## src/sar_adc_defs.vh

```
// Behaviour
// - SAR clock is input clock over divider plus one.
// - Input clock: system clock, oscillator in burst.
// - Eight-bit select gives 8-bit conversions unless twelve-bit mode is set.
// - Normal tracking starts conversion at once.
// - Delayed tracking waits four SAR clocks before a single or first burst conversion.
// - Gain bit zero half, one unity.
// - Twelve-bit mode runs at quarter throughput.
// - Single mode stores latest or running sum.
// - Format field shifts right or left-justifies.
// - Burst repeat counts, quartered in twelve-bit.
// - Burst power-up waits eight oscillator cycles per unit.
// - Done flag after single or whole burst.
`ifndef SAR_ADC_DEFS_VH
`define SAR_ADC_DEFS_VH
`define ADDR_ACC_CFG      8'hb3
`define ADDR_PWR_CTRL     8'hdf
`define ADDR_CONV_CFG     8'hbc
`define ADDR_CONTROL      8'he8
`define ADDR_RESULT_LOW   8'hbd
`define ADDR_RESULT_HIGH  8'hbe
`define ADDR_IRQ_MASK     8'he9
`define RST_ACC_CFG       8'h00
`define RST_PWR_CTRL      8'h0f
`define RST_CONV_CFG      8'hf8
`define RST_CONTROL       8'h00
`define RST_IRQ_MASK      8'h00
`define CTL_ENABLE        7
`define CTL_BURST         6
`define CTL_DONE          5
`define CTL_START         4
`define CFG_DIV_HI        7
`define CFG_DIV_LO        3
`define CFG_EIGHT         2
`define CFG_TRACK         1
`define CFG_GAIN          0
`define ACC_TWELVE        7
`define ACC_ACCUM         6
`define ACC_SJ_HI         5
`define ACC_SJ_LO         3
`define ACC_RPT_HI        2
`define ACC_RPT_LO        0
`define PWR_TIME_HI       3
`define PWR_TIME_LO       0
`define TRACK_DELAY_SAR   4'h4
`define PWR_CYC_PER_UNIT  8'h08
`define CONV_SAR_CLOCKS   5'h10
`endif

```

## src/sar_adc_config_accumulator.v

```verilog
`include "sar_adc_defs.vh"
module sar_adc_config_accumulator (
    input  wire        clk_sys,
    input  wire        rst_n,
    input  wire [7:0]  addr,
    input  wire [7:0]  wdata,
    input  wire        wr_en,
    input  wire        rd_en,
    output reg  [7:0]  rdata,
    input  wire        hfosc_tick,
    input  wire        soc_in,
    output wire        sample_hold,
    output reg         convert_start,
    input  wire        convert_done,
    input  wire [11:0] convert_data,
    output wire [1:0]  resolution_mode,
    output wire        gain_select,
    output wire [1:0]  bias_power_select,
    output wire        mux_reference_low_power,
    output wire        buffer_low_power,
    output wire        irq
);
    localparam [5:0] ST_IDLE  = 6'b000001;
    localparam [5:0] ST_POWER = 6'b000010;
    localparam [5:0] ST_TRACK = 6'b000100;
    localparam [5:0] ST_START = 6'b001000;
    localparam [5:0] ST_CONV  = 6'b010000;
    localparam [5:0] ST_NEXT  = 6'b100000;

    reg  [7:0]  ctl_q;
    reg  [7:0]  cfg_q;
    reg  [7:0]  acc_cfg_q;
    reg  [7:0]  pwr_q;
    reg  [7:0]  mask_q;
    reg  [5:0]  state_q;
    reg  [7:0]  wait_q;
    reg  [6:0]  remain_q;
    reg  [1:0]  phase_q;
    reg  [17:0] sum_q;
    reg  [15:0] result_q;
    reg         soc_s1_q;
    reg         soc_s2_q;
    reg         soc_prev_q;
    reg         hf_s1_q;
    reg         hf_s2_q;
    reg         hf_prev_q;
    reg  [11:0] sample_w;
    reg  [15:0] fmt_w;
    wire        burst     = ctl_q[`CTL_BURST];
    wire        enable    = ctl_q[`CTL_ENABLE];
    wire        twelve    = acc_cfg_q[`ACC_TWELVE];
    wire        hf_pulse  = hf_s2_q & ~hf_prev_q;
    wire        soc_pulse = (soc_s2_q & ~soc_prev_q) |
                            (wr_en && addr == `ADDR_CONTROL && wdata[`CTL_START]);
    wire        clk_src   = burst ? hf_pulse : 1'b1;
    wire        sar_tick;
    wire        set_done;

    // Number of conversions for a repeat code; reserved codes act as code zero.
    function [6:0] repeat_count;
        input [2:0] code;
        input       tw;
        reg   [6:0] n;
        begin
            n = 7'h01;
            case (code)
                3'h1: n = 7'h04;
                3'h2: n = 7'h08;
                3'h3: n = 7'h10;
                3'h4: n = 7'h20;
                3'h5: n = 7'h40;
                default: n = 7'h01;
            endcase
            if (tw && n > 7'h01) begin
                n = n >> 2;
            end
            repeat_count = n;
        end
    endfunction

    sar_clock_divider u_div (
        .clk_sys           (clk_sys),
        .rst_n             (rst_n),
        .clk_en            (clk_src),
        .sar_clock_divider (cfg_q[`CFG_DIV_HI:`CFG_DIV_LO]),
        .sar_tick          (sar_tick)
    );

    assign resolution_mode = twelve ? 2'h2 : (cfg_q[`CFG_EIGHT] ? 2'h0 : 2'h1);
    assign gain_select = cfg_q[`CFG_GAIN];
    assign bias_power_select = pwr_q[7:6];
    assign mux_reference_low_power = pwr_q[5];
    assign buffer_low_power = pwr_q[4];
    assign sample_hold = (state_q == ST_TRACK) || (state_q == ST_IDLE);
    assign irq = ctl_q[`CTL_DONE] & mask_q[`CTL_DONE];

    always @(posedge clk_sys) begin
        if (!rst_n) begin
            soc_s1_q   <= 1'b0;
            soc_s2_q   <= 1'b0;
            soc_prev_q <= 1'b0;
            hf_s1_q    <= 1'b0;
            hf_s2_q    <= 1'b0;
            hf_prev_q  <= 1'b0;
        end else begin
            soc_s1_q   <= soc_in;
            soc_s2_q   <= soc_s1_q;
            soc_prev_q <= soc_s2_q;
            hf_s1_q    <= hfosc_tick;
            hf_s2_q    <= hf_s1_q;
            hf_prev_q  <= hf_s2_q;
        end
    end

    always @* begin
        sample_w = convert_data;
        if (cfg_q[`CFG_EIGHT] && !twelve) begin
            sample_w = {4'h0, convert_data[7:0]};
        end else if (!twelve) begin
            sample_w = {2'h0, convert_data[9:0]};
        end
    end

    always @* begin
        fmt_w = sum_q[15:0];
        case (acc_cfg_q[`ACC_SJ_HI:`ACC_SJ_LO])
            3'h1: fmt_w = sum_q[16:1];
            3'h2: fmt_w = sum_q[17:2];
            3'h3: fmt_w = {1'b0, sum_q[17:3]};
            3'h4: fmt_w = twelve ? {sum_q[11:0], 4'h0} :
                          (cfg_q[`CFG_EIGHT] ? {sum_q[7:0], 8'h00} : {sum_q[9:0], 6'h00});
            default: fmt_w = sum_q[15:0];
        endcase
    end

    assign set_done = (state_q == ST_NEXT) && (remain_q <= 7'h01);

    always @(posedge clk_sys) begin
        if (!rst_n) begin
            state_q       <= ST_IDLE;
            wait_q        <= 8'h00;
            remain_q      <= 7'h00;
            phase_q       <= 2'h0;
            sum_q         <= 18'h00000;
            convert_start <= 1'b0;
        end else begin
            convert_start <= 1'b0;
            case (state_q)
                ST_IDLE: begin
                    if (enable && soc_pulse) begin
                        remain_q <= burst ? repeat_count(acc_cfg_q[2:0], twelve) : 7'h01;
                        if (burst || !acc_cfg_q[`ACC_ACCUM]) begin
                            sum_q <= 18'h00000;
                        end
                        if (burst) begin
                            wait_q  <= pwr_q[`PWR_TIME_HI:`PWR_TIME_LO] * `PWR_CYC_PER_UNIT;
                            state_q <= ST_POWER;
                        end else if (cfg_q[`CFG_TRACK]) begin
                            wait_q  <= {4'h0, `TRACK_DELAY_SAR};
                            state_q <= ST_TRACK;
                        end else begin
                            state_q <= ST_START;
                        end
                    end
                end
                ST_POWER: begin
                    if (wait_q == 8'h00) begin
                        wait_q  <= cfg_q[`CFG_TRACK] ? {4'h0, `TRACK_DELAY_SAR} : 8'h00;
                        state_q <= cfg_q[`CFG_TRACK] ? ST_TRACK : ST_START;
                    end else if (hf_pulse) begin
                        wait_q <= wait_q - 8'h01;
                    end
                end
                ST_TRACK: begin
                    if (wait_q == 8'h00) begin
                        state_q <= ST_START;
                    end else if (sar_tick) begin
                        wait_q <= wait_q - 8'h01;
                    end
                end
                ST_START: begin
                    convert_start <= 1'b1;
                    phase_q       <= twelve ? 2'h3 : 2'h0;
                    wait_q        <= {3'h0, `CONV_SAR_CLOCKS};
                    state_q       <= ST_CONV;
                end
                ST_CONV: begin
                    if (sar_tick && wait_q != 8'h00) begin
                        wait_q <= wait_q - 8'h01;
                    end else if (wait_q == 8'h00 && convert_done) begin
                        if (phase_q != 2'h0) begin
                            phase_q <= phase_q - 2'h1;
                            wait_q  <= {3'h0, `CONV_SAR_CLOCKS};
                        end else begin
                            sum_q   <= sum_q + {6'h00, sample_w};
                            state_q <= ST_NEXT;
                        end
                    end
                end
                ST_NEXT: begin
                    if (remain_q <= 7'h01) begin
                        remain_q <= 7'h00;
                        state_q  <= ST_IDLE;
                    end else begin
                        remain_q <= remain_q - 7'h01;
                        state_q  <= ST_START;
                    end
                end
                default: state_q <= ST_IDLE;
            endcase
        end
    end

    always @(posedge clk_sys) begin
        if (!rst_n) begin
            ctl_q     <= `RST_CONTROL;
            cfg_q     <= `RST_CONV_CFG;
            acc_cfg_q <= `RST_ACC_CFG;
            pwr_q     <= `RST_PWR_CTRL;
            mask_q    <= `RST_IRQ_MASK;
            result_q  <= 16'h0000;
            rdata     <= 8'h00;
        end else begin
            if (wr_en) begin
                if (addr == `ADDR_CONTROL) begin
                    ctl_q[7:6] <= wdata[7:6];
                end else if (addr == `ADDR_CONV_CFG) begin
                    cfg_q <= wdata;
                end else if (addr == `ADDR_ACC_CFG) begin
                    acc_cfg_q <= wdata;
                end else if (addr == `ADDR_PWR_CTRL) begin
                    pwr_q <= wdata;
                end else if (addr == `ADDR_IRQ_MASK) begin
                    mask_q <= wdata & 8'h20;
                end
            end
            if (set_done) begin
                ctl_q[`CTL_DONE] <= 1'b1;
            end else if (wr_en && addr == `ADDR_CONTROL && wdata[`CTL_DONE]) begin
                ctl_q[`CTL_DONE] <= 1'b0;
            end
            if (state_q == ST_NEXT) begin
                result_q <= fmt_w;
            end
            rdata <= 8'h00;
            if (rd_en) begin
                if (addr == `ADDR_CONTROL) begin
                    rdata <= {ctl_q[7:5], state_q != ST_IDLE, 4'h0};
                end else if (addr == `ADDR_CONV_CFG) begin
                    rdata <= cfg_q;
                end else if (addr == `ADDR_ACC_CFG) begin
                    rdata <= acc_cfg_q;
                end else if (addr == `ADDR_PWR_CTRL) begin
                    rdata <= pwr_q;
                end else if (addr == `ADDR_IRQ_MASK) begin
                    rdata <= mask_q;
                end else if (addr == `ADDR_RESULT_LOW) begin
                    rdata <= result_q[7:0];
                end else if (addr == `ADDR_RESULT_HIGH) begin
                    rdata <= result_q[15:8];
                end
            end
        end
    end
endmodule // sar_adc_config_accumulator

```

## src/sar_clock_divider.v

```verilog
`include "sar_adc_defs.vh"
module sar_clock_divider (
    input  wire       clk_sys,
    input  wire       rst_n,
    input  wire       clk_en,
    input  wire [4:0] sar_clock_divider,
    output reg        sar_tick
);
    reg [4:0] cnt_q;
    always @(posedge clk_sys) begin
        if (!rst_n) begin
            cnt_q    <= 5'h00;
            sar_tick <= 1'b0;
        end else if (clk_en) begin
            if (cnt_q >= sar_clock_divider) begin
                cnt_q    <= 5'h00;
                sar_tick <= 1'b1;
            end else begin
                cnt_q    <= cnt_q + 5'h01;
                sar_tick <= 1'b0;
            end
        end else begin
            sar_tick <= 1'b0;
        end
    end
endmodule // sar_clock_divider

```

## config.mk

```make
export PLATFORM = sky130hd
export DESIGN_NAME = sar_adc_config_accumulator
export DESIGN_NICKNAME = d
export VERILOG_FILES = /design/src/sar_adc_config_accumulator.v /design/src/sar_clock_divider.v
export VERILOG_INCLUDE_DIRS = /design/src
export SDC_FILE = /design/constraint.sdc
export NUM_CORES = 1
export LEC_CHECK = 0
export BUFFER_PORTS_ARGS = -buffer_cell sky130_fd_sc_hd__buf_2
export CAP_MARGIN = 20
export CORE_MARGIN = 3
export CORE_UTILIZATION = 55
export DETAILED_ROUTE_END_ITERATION = 8
export HOLD_SLACK_MARGIN = 0.15
export PLACE_DENSITY = 0.74
export RECOVER_POWER = 50
export SYNTH_ARGS = -nofsm -noshare
export SYNTH_HDL_FRONTEND = slang
export SYNTH_SLANG_ARGS = --single-unit
export TNS_END_PERCENT = 100
```

## constraint.sdc

```tcl
create_clock -name clk_sys -period 4 [get_ports clk_sys]
set_input_delay 0.8 -clock clk_sys [delete_from_list [all_inputs] [get_ports clk_sys]]
set_output_delay 0.8 -clock clk_sys [all_outputs]
set_load 0.005 [all_outputs]
```

# [Word-level counts from Yosys, hierarchy flattened]
# Index checks and enable logic that the tools add are counted.
# Widths: inputs -> output; s select.
[word_totals] out_inout_bits=18 reg_bits=106
[classes] addsub=5 n_mux=62 reduce_logical=34 bitwise_logic=12 n_lt_le_gt_ge=3 n_eq_ne=37
[op_table] operator="$mux 8" count=17
[op_table] operator="$mux 18" count=5
[op_table] operator="$pmux 16 s4" count=1
[op_table] operator="$eq 8x8->1 const B" count=7
[op_table] operator="$mux 7" count=7
[op_table] operator="$pmux 8 s5" count=1
[op_table] operator="$mux 6" count=6
[op_table] operator="$pmux 18 s2" count=1
[op_table] operator="$pmux 6 s6" count=1
[op_table] operator="$pmux 7 s5" count=1
[op_table] operator="$mux 16" count=2
[op_table] operator="$mux 12" count=2
[op_table] operator="$add 18x12->18" count=1
[op_table] operator="$reduce_and 6->1" count=3
[op_table] operator="$pmux 7 s2" count=1
[op_table] operator="$eq 3x2->1 const B" count=4
[op_table] operator="$mux 4" count=3
[op_table] operator="$ne 2x2->1 const B" count=6
[op_table] operator="$ne 3x3->1 const B" count=4
[op_table] operator="$mux 2" count=5
[op_table] operator="$reduce_bool 2->1" count=5
[op_table] operator="$eq 3x3->1 const B" count=3
[op_table] operator="$logic_and 1x1->1" count=9
[op_table] operator="$logic_not 8->1" count=1
[op_table] operator="other kinds (33)" count=57

# [Logic depth before layout (Yosys ltp)]
[logic_depth] ltp_word=14 depth_mapped=12 depth_no_buf=10

# [By module]
# From an unflattened synthesis, not the netlist that was laid out.
[hier_totals] hier_cells=803 area_unflattened_um2=6562.5
[by_module_without_submodules] module="sar_adc_config_accumulator" seq_area_each_um2=2001.9 cells_each=760 instances=1 area_per_inst_um2=6137.1
[by_module_without_submodules] module="sar_clock_divider" seq_area_each_um2=120.1 cells_each=43 instances=1 area_per_inst_um2=425.4

# [Least setup slack after synthesis]
# Ideal clock, no wire load.
[synth_timing] path_type="input to register" start="input convert_data[0]" end="register sum_q[12]" slack_ns=1.184 arrival_ns=2.746 t_required_ns=3.930 setup_time_ns=0.070 path_stages=9 n_path_buf=0 path_cell_list="ha_1 > inv_1 > fa_1 > nand2b_1 > a21oi_1 > o221a_2 > a311oi_1 > or4_1 > a21oi_1"
[synth_via] elab_chain_len=7
[synth_lines] item="from (decl)" line="sar_adc_config_accumulator.v:15" rtl="input wire [11:0] convert_data,"
[synth_lines] item="$mux 12" line="sar_adc_config_accumulator.v:119" rtl="end else if (!twelve) begin"
[synth_lines] item="$mux 12 (*)" line="sar_adc_config_accumulator.v:117" rtl="if (cfg_q[`CFG_EIGHT] && !twelve) begin"
[synth_lines] item="$add 18x12->18 (*)" line="sar_adc_config_accumulator.v:195" rtl="sum_q <= sum_q + {6'h00, sample_w};"
[synth_lines] item="$mux 18 (*)" line="sar_adc_config_accumulator.v:191" rtl="if (phase_q != 2'h0) begin"
[synth_lines] item="$mux 18 (*)" line="sar_adc_config_accumulator.v:190" rtl="end else if (wait_q == 8'h00 && convert_done) begin"
[synth_lines] item="$mux 18 (*)" line="sar_adc_config_accumulator.v:188" rtl="if (sar_tick && wait_q != 8'h00) begin"
[synth_lines] item="$pmux 18 s2 (*)" line="sar_adc_config_accumulator.v:148" rtl="case (state_q)"
[synth_lines] item="to (signal assigned)" line="sar_adc_config_accumulator.v:195"
[synth_lines] item="to (decl)" line="sar_adc_config_accumulator.v:39" rtl="reg [17:0] sum_q;"
# Mark *: on every way between the ends. The rest lies on a longest branch, timed or not. The select of a mux whose other input is x is not followed.
# A chain may end at the register's enable or synchronous reset.

# [Worst setup path after layout]
[layout_timing] start="input addr[2]" end="register sum_q[10]"
[layout_via] elab_chain_len=7
[layout_lines] item="from (decl)" line="sar_adc_config_accumulator.v:5" rtl="input wire [7:0] addr,"
[layout_lines] item="$eq 8x8->1 (no line)"
[layout_lines] item="$logic_and 1x1->1 (no line)"
[layout_lines] item="$logic_and 1x1->1" line="sar_adc_config_accumulator.v:54" rtl="(wr_en && addr == `ADDR_CONTROL && wdata[`CTL_START]);"
[layout_lines] item="$or 1x1->1" line="sar_adc_config_accumulator.v:53" rtl="wire soc_pulse = (soc_s2_q & ~soc_prev_q) |"
[layout_lines] item="$logic_and 1x1->1" line="sar_adc_config_accumulator.v:150" rtl="if (enable && soc_pulse) begin"
[layout_lines] item="$ne 2x1->1 (no line)"
[layout_lines] item="$reduce_and 6->1 (no line)"
# No other way between the ends.

==> results.toml <==
[yosys]
ys_async_sr_fraction_pct = 0
netlist_area_mm2 = 0.00652
ys_types = 75
syn-num-nets = 867
ys.flop_type = "dfxtp_1"
synth_largest_area_cell = "dfxtp_1"
synth-edff-count = 0
synth_top_area_share_pct = 32.5
ys_ff_latch = 106
synth.area.top_cells = "dfxtp_1 (33%), mux2i_1 (5.2%), nand2_1 (4.7%)"
yosysWarnings = 0
yosysSeqAreaShare_pct = 32.5
synthCells = 808
synth.avg_cell_area_um2 = 8.07

[floorplan]
dieWidth_um = 115
io_pins = 53
die_y_um = 115
num_rows = 39
core_mm2 = 0.0115
start_util_pct = 56.6
die-area_mm2 = 0.0132

[routing]
vias = 6394
first_pass_iters = 9
drc_errors = 1
ant_nets = 0
drt_iter0_markers = 672
wl_per_cell_um = 18.4
via_per_inst = 6.50
wirelength_mm = 18.1

[global_route]
antenna_found_initial = 0
grt_overflow_total = 0
grt_usage_pct = 27.4
grt_start_max_net_pins = 42
grt_pass1_vias = 5759
grt_pass1_wl_mm = 29.0

[sta]
maxSlewHeadroom_pct = -16.4
min_period_ns = 2.97
drv_slew = 39
fin_crit_sh_pct = 74.3
setup_viol = 0
tightestPinTransition_ns = 1.75
fmax_mhz = 337
hold_viol = 0
fin_skew_ns = 0.00945
rsz0062_at_grt = "false"
finalSetupTns_ns = 0

[final_layout]
final_cells = 984
utilization_pct = 61.8
area_growth_pct = 9.15
nets = 895
fillers = 1037
drive_gt1_share_pct = 10.7
antenna_cells = 0

[clocking]
cts_resized = 0
htreeDepth = 3
cts.sinks = 106
tritoncts.num_buffers = 9
cts_root_buf = "clkbuf_16"
post_cts_buffers = 0
path_clk_slew_ns = 0.07
cts_tree = "yes"
clock_path_buffers = 2
holdBufCountCts = 0
clkLatencyLatePin_ns = 0.36

[power_and_ir_drop]
leakage_nw = 2.78
power_mw = 2.18
power.internal_mw = 1.62
p_switching_mw = 0.560
p_clk_share_pct = 42.8
seq_power_share_pct = 49.2
ir_drop_uv = 255
combPwrFrac_pct = 8.1
p_sw_share_pct = 25.7
powerDensity_mw_per_mm2 = 306

[worst_hold_path]
hp-class = "reg2reg"
hold_depth = 1

[place]
port_buffers = 52
place_congestion = 0.911
dpl.hpwl_mm = 13.0
place_inst = 968

[outcome]
failed_checks = "design-rule violations, max-capacitance violations, max-slew violations"
status = "finished, violations left"

[critical_path]
r2r_cells = 10
r2r_slack_ns = 1.14
cp-endpoint = "sum_q[10]"
cp.arrival_ns = 3.25
crit_fanout = 10
start_kind = "input pin"
rr_startpoint = "acc_cfg_q[7]"
path_class = "in2reg"
cp.required_ns = 4.28
r2r_end = "sum_q[15]"
cp-end-kind = "flip-flop"
crit_start = "addr[2]"

[run]
max-cap-violations = 1
worst min path at each step:
stage / start / endpoint / slack, ns
after floorplan: hf_s1_q / hf_s2_q / 0.41
after global placement: hf_s1_q / hf_s2_q / 0.42
after detailed placement: hf_s1_q / hf_s2_q / 0.42
after CTS: hf_s1_q / hf_s2_q / 0.44
after global routing: soc_s1_q / soc_s2_q / 0.45
final: hf_s1_q / hf_s2_q / 0.43
cell type report:
type | count | area [µm²] | area share [%]
Clock buffer | 9 | 225 | 3.16
Clock inverter | 7 | 81.3 | 1.14
Inverter | 28 | 105 | 1.48
Multi-Input combinational cell | 628 | 4100 | 57.6
Sequential cell | 106 | 2120 | 29.8
Tap cell | 143 | 179 | 2.51
Timing Repair Buffer | 63 | 308 | 4.32
registers in the layout, indices dropped and copies added, names as in the netlist, 2 cells and up:
register	cells
pwr_q	8
u_div.cnt_q	5
cfg_q	8
ctl_q	3
sum_q	18
phase_q	2
result_q	16
state_q	6
rdata	8
acc_cfg_q	8
remain_q	7
wait_q	8
synthesized netlist by cell type, types with 12 or more instances:
library cell and n:
dfxtp_1 106, nand2_1 82, nor2_1 76, a21oi_1 61
o21ai_0 42, clkbuf_1 39, mux2i_1 34, nand3_1 34
inv_1 27, ha_1 23, a211oi_1 21, a22oi_1 16
and2_1 16, nand2b_1 15, nor3_1 12
layout by cell type, fill, tap and decap left out, types with 9 or more instances in the layout:
master     netlist  routed
xor2_1           9       9
o21ai_0         42      42
a211oi_1        21      21
clkbuf_16        0       9
nand2_1         82      82
nor2_1          76      76
o211ai_1        10      10
clkbuf_1        39      17
nand2b_1        15      15
dfxtp_1        106     106
nand3_1         34      35
a21o_1           9       9
or3_1            9       9
a22oi_1         16      16
mux2i_1         34      34
buf_2            1      39
a21oi_1         61      61
nor3_1          12      12
ha_1            23      23
inv_1           27      27
and2_1          16      10
logic make-up (layout without fill, tap and decap cells):
family | count (synthesis) | in the layout | synth area share (%)
buf+inv | 74 | 107 | 4.45
fa+ha+maj | 24 | 24 | 4.72
flops | 106 | 106 | 32.5
mux | 43 | 43 | 7.46
xor+xnor | 17 | 17 | 2.28
compound gates | 240 | 240 | 25.0
simple gates | 304 | 304 | 23.6
per-stage QoR:
stage	hold WS [ns]	area [µm²]	worst slack (ns)
final	0.435	7120	1.03
after global routing	0.447	7120	0.889
after CTS	0.440	7160	1.17
after detailed placement	0.421	6860	0.873
after global placement	0.415	6860	0.976
after floorplan	0.412	6520	1.18
layer usage:
metal	global-route usage (%)	wire length, µm	vias up
met5	0	0	-
met4	8.61	430	0
met3	5.84	1360	49
met2	43.1	8360	304
met1	37.9	7980	2991
li1	-	-	3050
power groups by stage:
| stage | Sequential [mW] | Clock (mW) | Combinational [mW] |
|---|---|---|---|
| final | 1.07 | 0.933 | 0.175 |
| after global routing | 1.07 | 0.985 | 0.195 |
| after CTS | 1.07 | 0.944 | 0.176 |
| after detailed placement | 1.10 | 0 | 0.175 |
| after global placement | 1.10 | 0 | 0.168 |
| after floorplan | 1.09 | 0 | 0.116 |
worst max-delay path, cell delays in order:
cell      delay [ns]
clkbuf_1        0.14
nand4b_1        0.27
nor3_2          0.18
clkbuf_1        0.38
a41oi_1         0.33
nor3_2          0.73
nand2_1         0.19
o21ai_0         0.23
Note: power is estimated with default switching activity, not from simulation.
